--- config.mk ---
export PLATFORM = sky130hd
export DESIGN_NAME = tclut_engine
export DESIGN_NICKNAME = d
export VERILOG_FILES = /design/src/tclut_pkg.sv /design/src/tclut_ram.sv /design/src/tclut_engine.sv
export SDC_FILE = /design/constraint.sdc
export NUM_CORES = 2
export LEC_CHECK = 0
export BUFFER_PORTS_ARGS = -buffer_cell sky130_fd_sc_hd__buf_2
export CAP_MARGIN = 15
export CELL_PAD_IN_SITES_DETAIL_PLACEMENT = 1
export CELL_PAD_IN_SITES_GLOBAL_PLACEMENT = 1
export CORE_MARGIN = 2
export CORE_UTILIZATION = 25
export DETAILED_ROUTE_END_ITERATION = 12
export GPL_TIMING_DRIVEN = 0
export PLACE_DENSITY = 0.44
export SYNTH_ARGS = -nofsm -noshare
export SYNTH_HDL_FRONTEND = slang
export SYNTH_SLANG_ARGS = --single-unit
--- constraint.sdc ---
create_clock -name i_clock -period 12.2 [get_ports i_clock]
set_input_delay 2.44 -clock i_clock [delete_from_list [all_inputs] [get_ports i_clock]]
set_output_delay 2.44 -clock i_clock [all_outputs]
set_load 0.05 [all_outputs]
--- src/tclut_pkg.sv ---
// Package: constants for the temperature compensation table engine
package tclut_pkg;
    // ****************************************************************
    // Table geometry
    // ****************************************************************
    localparam int          TEMP_W          = 8;    // Signed degC sample
    localparam int          ENTRY_W         = 8;    // Signed offset entry
    localparam int          IDX_W           = 7;
    localparam int          NUM_TABLES      = 4;
    localparam int          TBL_ID_W        = 2;
    localparam logic [6:0]  IDX_MAX         = 7'h4b;    // Entry 75
    localparam int          AVG_COUNT       = 16;
    localparam int          AVG_SHIFT       = 4;
    localparam int          ACC_W           = TEMP_W + AVG_SHIFT;
    localparam logic signed [7:0] TEMP_MIN  = -8'sh2d;  // -45 degC
    localparam int          DEG_PER_ENTRY   = 2;

    // ****************************************************************
    // Host address map of the tables
    // ****************************************************************
    localparam logic [7:0]  DEV_PAGE_LO     = 8'ha4;
    localparam logic [7:0]  DEV_PAGE_HI     = 8'ha6;
    localparam int          LO_ENTRIES      = 64;
    localparam int          HI_ENTRIES      = 12;
    localparam logic [7:0]  LO_BASE_SETPT   = 8'h00;
    localparam logic [7:0]  LO_BASE_MOD     = 8'h40;
    localparam logic [7:0]  LO_BASE_FAULT   = 8'h80;
    localparam logic [7:0]  LO_BASE_ALARM   = 8'hc0;
    localparam logic [7:0]  HI_BASE_SETPT   = 8'h58;
    localparam logic [7:0]  HI_BASE_MOD     = 8'h64;
    localparam logic [7:0]  HI_BASE_FAULT   = 8'h70;
    localparam logic [7:0]  HI_BASE_ALARM   = 8'h7c;
    localparam logic [8:0]  RAM_DEPTH       = 9'h130;   // 4 x 76 words

    // Sequencer states
    typedef enum logic [2:0] {
        TCLUT_IDLE, TCLUT_INDEX, TCLUT_READ, TCLUT_LOAD
    } tclut_state_t;
endpackage : tclut_pkg

--- src/tclut_ram.sv ---
// Memory holding the four compensation tables
`timescale 1ns/1ps
`default_nettype none
module tclut_ram #(
    parameter int DEPTH  = 304,
    parameter int WIDTH  = 8,
    parameter int ADDR_W = 9
) (
    input  wire logic              i_clock,
    input  wire logic              i_rst_n,
    input  wire logic              i_wr_en,
    input  wire logic [ADDR_W-1:0] i_wr_addr,
    input  wire logic [WIDTH-1:0]  i_wr_data,
    input  wire logic [ADDR_W-1:0] i_rd_addr,
    output logic      [WIDTH-1:0]  o_rd_data
);
    logic [WIDTH-1:0] mem [DEPTH];
    genvar g;

    // ****************************************************************
    // Storage, cleared to zero so blank tables give a flat response
    // ****************************************************************
    generate
        for (g = 0; g < DEPTH; g++) begin : g_word
            always_ff @(posedge i_clock or negedge i_rst_n) begin
                if (!i_rst_n) begin
                    mem[g] <= '0;
                end else if (i_wr_en && (i_wr_addr == ADDR_W'(g))) begin
                    mem[g] <= i_wr_data;
                end
            end
        end
    endgenerate

    // Registered read port
    always_ff @(posedge i_clock or negedge i_rst_n) begin
        if (!i_rst_n) begin
            o_rd_data <= '0;
        end else begin
            o_rd_data <= mem[i_rd_addr];
        end
    end
endmodule : tclut_ram
`default_nettype wire

--- src/tclut_engine.sv ---
// Temperature compensation engine: averaging, indexing, table apply
`timescale 1ns/1ps
`default_nettype none
module tclut_engine #(
    parameter int SAMPLES = 16
) (
    input  wire logic                      i_clock,
    input  wire logic                      i_rst_n,
    input  wire logic                      i_sample_valid,
    input  wire logic signed [7:0]         i_sample_temp,
    input  wire logic                      i_host_wr,
    input  wire logic [7:0]                i_host_dev,
    input  wire logic [7:0]                i_host_addr,
    input  wire logic [7:0]                i_host_data,
    input  wire logic [7:0]                i_loop_setpoint_nominal,
    input  wire logic [7:0]                i_modulation_current,
    input  wire logic [7:0]                i_bias_fault_threshold,
    input  wire logic [7:0]                i_bias_alarm_threshold,
    output logic signed [7:0]              o_setpoint_offset,
    output logic [7:0]                     o_loop_setpoint,
    output logic [7:0]                     o_mod_dac,
    output logic [7:0]                     o_fault_dac,
    output logic [7:0]                     o_alarm_threshold_int,
    output logic                           o_dac_load,
    output logic signed [7:0]              o_current_average_temp,
    output logic [6:0]                     o_applied_table_index_reg
);
    import tclut_pkg::*;

    // Averaging divides by a fixed shift, so only sixteen samples are served
    if (SAMPLES != AVG_COUNT) begin : g_bad_samples
        $error("SAMPLES must be 16");
    end

    // ****************************************************************
    // Host write decode into the flat memory, 76 words per table
    // ****************************************************************
    logic       pg_lo, pg_hi, hi_hit, wr_en;
    logic [1:0] lo_tbl, hi_tbl;
    logic [7:0] hi_rel;
    logic [3:0] hi_off;
    logic [8:0] wr_addr;
    assign pg_lo  = i_host_wr && (i_host_dev == DEV_PAGE_LO);
    assign pg_hi  = i_host_wr && (i_host_dev == DEV_PAGE_HI);
    assign lo_tbl = i_host_addr[7:6];
    assign hi_rel = i_host_addr - HI_BASE_SETPT;
    assign hi_hit = (i_host_addr >= HI_BASE_SETPT) && (i_host_addr <= 8'h87);
    assign hi_tbl = (hi_rel >= 8'h24) ? 2'd3 : (hi_rel >= 8'h18) ? 2'd2 :
                    (hi_rel >= 8'h0c) ? 2'd1 : 2'd0;
    assign hi_off = 4'(hi_rel - 8'(hi_tbl) * 8'd12);
    assign wr_en  = pg_lo || (pg_hi && hi_hit);
    assign wr_addr = pg_lo ? 9'(lo_tbl) * 9'd76 + 9'(i_host_addr[5:0])
                           : 9'(hi_tbl) * 9'd76 + 9'd64 + 9'(hi_off);

    // ****************************************************************
    // Averaging of sixteen non-overlapping samples
    // ****************************************************************
    logic signed [11:0] acc_r;
    logic [3:0]         cnt_r;
    logic signed [11:0] sum;
    logic               avg_done;
    logic signed [7:0]  avg_val;
    assign sum      = acc_r + 12'(i_sample_temp);
    assign avg_done = i_sample_valid && (cnt_r == 4'hf);
    assign avg_val  = 8'(sum >>> AVG_SHIFT);

    always_ff @(posedge i_clock or negedge i_rst_n) begin
        if (!i_rst_n) begin
            acc_r <= '0;
            cnt_r <= '0;
        end else if (i_sample_valid) begin
            acc_r <= avg_done ? 12'sh000 : sum;
            cnt_r <= cnt_r + 4'h1;
        end
    end

    // ****************************************************************
    // Index: offset from -46 degC, halve, clamp, hysteresis
    // ****************************************************************
    logic signed [9:0] rel;
    logic [6:0]        raw_idx, idx_nxt;
    logic [6:0]        idx_r;
    logic              first_r;
    logic signed [9:0] lo_mid, hi_mid;
    // Entry k starts at -46 + 2k degC: entry 0 ends at -45, entry 75 starts at 104.
    // Uses the registered average, since the accumulator is already cleared here.
    assign rel     = 10'(o_current_average_temp) - 10'(TEMP_MIN) + 10'sd1;
    assign raw_idx = (rel < 0) ? 7'h00 :
                     (rel >= 10'sd150) ? IDX_MAX :
                     7'(rel >>> 1);
    // Top of the entry above and bottom of the entry below, in relative degrees
    assign hi_mid  = 10'(idx_r) * 10'sd2 + 10'sd3;
    assign lo_mid  = 10'(idx_r) * 10'sd2 - 10'sd2;
    assign idx_nxt = first_r ? raw_idx :
                     ((raw_idx > idx_r) && (rel >= hi_mid)) ? raw_idx :
                     ((raw_idx < idx_r) && (rel <= lo_mid)) ? raw_idx :
                     idx_r;

    // ****************************************************************
    // Sequencer: index, four reads, load
    // ****************************************************************
    tclut_state_t st_r;
    logic [1:0]   tbl_r;
    logic [8:0]   rd_addr;
    logic [7:0]   rd_data;
    logic signed [7:0] off_r [NUM_TABLES];
    assign rd_addr = 9'(tbl_r) * 9'd76 + 9'(idx_r);

    always_ff @(posedge i_clock or negedge i_rst_n) begin
        if (!i_rst_n) begin
            st_r    <= TCLUT_IDLE;
            tbl_r   <= '0;
            idx_r   <= '0;
            first_r <= 1'b1;
            o_current_average_temp <= '0;
        end else begin
            case (st_r)
                TCLUT_IDLE: begin
                    if (avg_done) begin
                        o_current_average_temp <= avg_val;
                        st_r <= TCLUT_INDEX;
                    end
                end
                TCLUT_INDEX: begin
                    idx_r   <= idx_nxt;
                    first_r <= 1'b0;
                    tbl_r   <= '0;
                    st_r    <= TCLUT_READ;
                end
                TCLUT_READ: begin
                    tbl_r <= tbl_r + 2'd1;
                    if (tbl_r == 2'd3) st_r <= TCLUT_LOAD;
                end
                TCLUT_LOAD: st_r <= TCLUT_IDLE;
                default:    st_r <= TCLUT_IDLE;
            endcase
        end
    end

    // Read data trail the address by one cycle
    logic       rd_vld_r;
    logic [1:0] rd_tbl_r;
    always_ff @(posedge i_clock or negedge i_rst_n) begin
        if (!i_rst_n) begin
            rd_vld_r <= 1'b0;
            rd_tbl_r <= '0;
        end else begin
            rd_vld_r <= (st_r == TCLUT_READ);
            rd_tbl_r <= tbl_r;
        end
    end

    genvar g;
    generate
        for (g = 0; g < NUM_TABLES; g++) begin : g_off
            always_ff @(posedge i_clock or negedge i_rst_n) begin
                if (!i_rst_n) begin
                    off_r[g] <= '0;
                end else if (rd_vld_r && (rd_tbl_r == 2'(g))) begin
                    off_r[g] <= rd_data;
                end
            end
        end
    endgenerate

    tclut_ram #(.DEPTH(304), .WIDTH(ENTRY_W), .ADDR_W(9)) u_ram (
        .i_clock   (i_clock),
        .i_rst_n   (i_rst_n),
        .i_wr_en   (wr_en),
        .i_wr_addr (wr_addr),
        .i_wr_data (i_host_data),
        .i_rd_addr (rd_addr),
        .o_rd_data (rd_data)
    );

    // ****************************************************************
    // Outputs: signed offset added to nominal, 8-bit wrap not clamped
    // ****************************************************************
    logic load_now;
    assign load_now = (st_r == TCLUT_LOAD);   // Last read lands this cycle
    logic signed [7:0] last_off;
    assign last_off = rd_data;                 // Alarm table word arriving now

    always_ff @(posedge i_clock or negedge i_rst_n) begin
        if (!i_rst_n) begin
            o_setpoint_offset     <= '0;
            o_loop_setpoint       <= '0;
            o_mod_dac             <= '0;
            o_fault_dac           <= '0;
            o_alarm_threshold_int <= '0;
            o_dac_load            <= 1'b0;
            o_applied_table_index_reg <= '0;
        end else begin
            o_dac_load <= load_now;
            if (load_now) begin
                o_setpoint_offset <= off_r[0];
                o_loop_setpoint   <= i_loop_setpoint_nominal + off_r[0];
                o_mod_dac         <= i_modulation_current + off_r[1];
                o_fault_dac       <= i_bias_fault_threshold + off_r[2];
                o_alarm_threshold_int <= i_bias_alarm_threshold + last_off;
                o_applied_table_index_reg <= idx_r;
            end
        end
    end

    // ****************************************************************
    // Checks
    // ****************************************************************
    a_index_in_range: assert property (@(posedge i_clock) disable iff (!i_rst_n)
        idx_r <= IDX_MAX) else $error("index beyond 75");
    a_load_after_avg: assert property (@(posedge i_clock) disable iff (!i_rst_n)
        avg_done && st_r == TCLUT_IDLE |-> ##7 o_dac_load)
        else $error("load missing after average");
    a_load_one_cycle: assert property (@(posedge i_clock) disable iff (!i_rst_n)
        o_dac_load |=> !o_dac_load) else $error("load longer than a cycle");
    a_idx_only_avg: assert property (@(posedge i_clock) disable iff (!i_rst_n)
        st_r != TCLUT_INDEX |=> $stable(idx_r)) else $error("index moved");
    a_first_direct: assert property (@(posedge i_clock) disable iff (!i_rst_n)
        st_r == TCLUT_INDEX && first_r |=> idx_r == $past(raw_idx))
        else $error("first index not direct");
    a_low_clamp: assert property (@(posedge i_clock) disable iff (!i_rst_n)
        rel < 0 |-> raw_idx == 7'h00) else $error("low clamp");
    a_hyst_hold: assert property (@(posedge i_clock) disable iff (!i_rst_n)
        st_r == TCLUT_INDEX && !first_r && raw_idx == idx_r + 7'd1 && rel < hi_mid
        |=> $stable(idx_r)) else $error("hysteresis broken");
    a_mod_sum: assert property (@(posedge i_clock) disable iff (!i_rst_n)
        o_dac_load |-> o_mod_dac == 8'($past(i_modulation_current) + off_r[1]))
        else $error("modulation sum wrong");
    a_acc_clear: assert property (@(posedge i_clock) disable iff (!i_rst_n)
        avg_done |=> acc_r == 0 && cnt_r == 0) else $error("accumulator kept");
    c_average: cover property (@(posedge i_clock) disable iff (!i_rst_n) avg_done);
    c_load:    cover property (@(posedge i_clock) disable iff (!i_rst_n) o_dac_load);
    c_top:     cover property (@(posedge i_clock) disable iff (!i_rst_n) idx_r == IDX_MAX);
    c_hiwrite: cover property (@(posedge i_clock) disable iff (!i_rst_n) pg_hi && hi_hit);
endmodule : tclut_engine
`default_nettype wire

==> results.toml <==
[outcome]
status = "finished, final reports clean"

[logic_synthesis]
syn_nets = 8098
synth-edff-count = 0
synth-warning-count = 0
yosysUniqueCellTypes = 91
synth.avg_cell_area_um2 = 15.4
synthFlopType = "dfrtp_1"
synth.area.mux_share = 0.371
synth_compound_area_frac = 0.0203
syn_inst = 7932
synthAdderAreaFrac = 0.0107
yosys_register_bits = 2551
synth_top_family_by_area = "multiplexers"
async_flop_share = 1.00
synth-xor-area-share = 0.00466
synthSimpleGateAreaFrac = 0.0466
synth_area_um2 = 122000
ys_seq_area_frac = 0.522

[floorplan]
die_y_um = 703
dieArea_um2 = 495000
start_util = 0.251
io_pins = 124
core_area_um2 = 487000
dieWidth_um = 703
rows = 256

[sta]
worstMarginPinSlew_ns = 1.38
slew_viol_final = 0
period_share = 0.721
grt_setup_unrepaired = "no"
setup_viol_count_final = 0
period_minus_slack_ns = 8.80
final.setup.tns_ns = 0
slew_headroom = 0.0794
skew_ns = 0.0472
max_freq_mhz = 114
hold_viol = 0

[layout]
drive_gt1_frac = 0.495
final_nets = 8701
final_common_cell = "dfrtp_1"
regMostFlops = "u_ram.mem"
final_cell_mix = "dfrtp_1, mux2_2, mux4_2"
area_growth_pct = 18.5
reg_top3 = "u_ram.mem x2432, off_r x24, acc_r x12"
largest_register_ffs = 2432

[drt]
firstDrtPassIters = 5
drtIter0Drc = 8136
wl_per_cell_um = 42.2
dr_total_vias = 81800
drtAntennaViolNets = 0
wirelength_um = 644000
drc = 0
viasPerCell = 5.36

[place]
dp_hpwl_um = 479000
io_buffers = 115
gp_congestion = 0.936

[critical_path]
critical_path_required_ns = 13.09
critPathKind = "in2reg"
path_cells = "buf_2, ha_1, xnor2_1, a21oi_1, o21ai_0, a211oi_2, ha_1, inv_1, fa_1, inv_1, fa_1, o31ai_4, and2_1, buf_2, buf_2, nand4_1, mux2_2"
path_common_cell = "buf_2"
crit_slowest_cell = "nand4_1"
cp-end-kind = "flop"
cp.arrival_ns = 9.69
crit_path_max_incr_delay_ns = 1.03
worst-path-max-fanout = 10
start_kind = "input port"

[power]
power_density_nw_per_um2 = 217
irDropWorstVdd_mv = 0.238
leakage_nw = 67.6
power_mw = 31.4

[clock_tree]
post_cts_resized = 0
cts_buffer_depth = 4
postCtsHoldBufs = 0
cts_tree = "done"
clk_latency_ns = 1.01
postCtsSetupRepairBufs = 0
htree_levels = 5
root_buffer = "clkbuf_16"
cts_buffers = 315
clk_pin_slew_ns = 0.06
clock-sinks = 2551

[global_route]
grt_pass1_vias = 84700
grt_pass1_wl_um = 845000
grt_max_degree = 174
grt_overflow = 0
antenna_found_initial = 110
track_usage = 0.257

[worst_hold_path]
hold_class = "reg2reg"

[job]
maxCapViolCount = 0
[path summary, 6_finish.rpt]
path | startpoint | endpoint | slack (ns) | cells past startpoint
worst max-delay path | i_host_addr[3] | u_ram.mem[2282]$_DFFE_PN0P_ | 3.40 | 17
worst min-delay path | first_r$_DFFE_PN1P_ | first_r$_DFFE_PN1P_ | 0.49 | 1
worst max register to register | idx_r[1]$_DFFE_PN0P_ | u_ram.o_rd_data[0]$_DFF_PN0_ | 3.42 | 14
worst min register to register | first_r$_DFFE_PN1P_ | first_r$_DFFE_PN1P_ | 0.49 | 1
max in group asynchronous | i_rst_n | u_ram.mem[911]$_DFFE_PN0P_ | 6.93 | 5
min in group asynchronous | i_rst_n | u_ram.mem[1654]$_DFFE_PN0P_ | 1.50 | 1
[critical path: cells and delay by family]
family / cells / cell delay (ns)
adder cells (fa/ha/maj): 4 / 1.77
AND/OR/NAND/NOR: 2 / 1.28
buffers and inverters: 5 / 1.47
XOR/XNOR: 1 / 0.45
multiplexers: 1 / 0.64
AO/OA/AOI/OAI: 4 / 1.58
[Yosys cell counts (24+ instances only)]
library cell  instances  area, um^2
buf_2               136         681
dfrtp_1            2550       63800
mux2_4              400        6010
buf_4                24         180
o21ai_0              63         315
buf_1                46         173
o22ai_1              40         250
nand2_1             257         965
nand4_1             228        1430
xnor2_1              49         429
nor2_1               72         270
mux4_2              650       14600
nor3_1               26         130
mux2i_1             108        1080
inv_1                73         274
nor3_2               37         370
nor3_4               87        1420
ha_1                 89        1110
clkbuf_1            425        1600
mux2_1               32         360
nand3_1              46         230
mux2_2             2068       23300
a21oi_1              71         355
[power breakdown]
group	internal (mW)	switching, mW
sequential	8.65	0.165
combinational	3.05	9.89
clock	5.58	4.08
total	17.3	14.1
[per-stage QoR]
stage | hold slack, ns | cells | cell area (um^2) | util | setup WS [ns]
finish | 0.489 | 15300 | 145000 | 0.298 | 3.40
global route | 0.495 | 15200 | 145000 | 0.298 | 3.22
CTS | 0.489 | 15200 | 145000 | 0.297 | 3.60
detailed placement | 0.479 | 14700 | 134000 | 0.276 | 2.58
global placement | 0.462 | 14500 | 131000 | 0.269 | -50.22
floorplan | 0.445 | 7932 | 122000 | - | 5.15
[metal layers]
layer / global-route usage / share of wire
met5: 0 / 0.00025
met4: 0.132 / 0.059
met3: 0.0583 / 0.074
met2: 0.392 / 0.44
met1: 0.340 / 0.42
[kinds of logic after synthesis]
kind of cell	count (synthesis)
mux	3258
flops	2551
simple gates	881
buf+inv	715
compound gates	363
fa+ha+maj	99
xor+xnor	65
[final cells by class]
class / instances / area [um^2]
Buffer: 638 / 2900
Antenna cell: 43 / 108
Clock buffer: 450 / 9050
Tap cell: 6450 / 8070
Inverter: 77 / 289
Sequential cell: 2551 / 63800
Multi-Input combinational cell: 4666 / 55500
Clock inverter: 96 / 1260
Timing Repair Buffer: 286 / 3840
Fill cell: 50800 / 342000
Note: power is estimated with default switching activity, not from simulation.
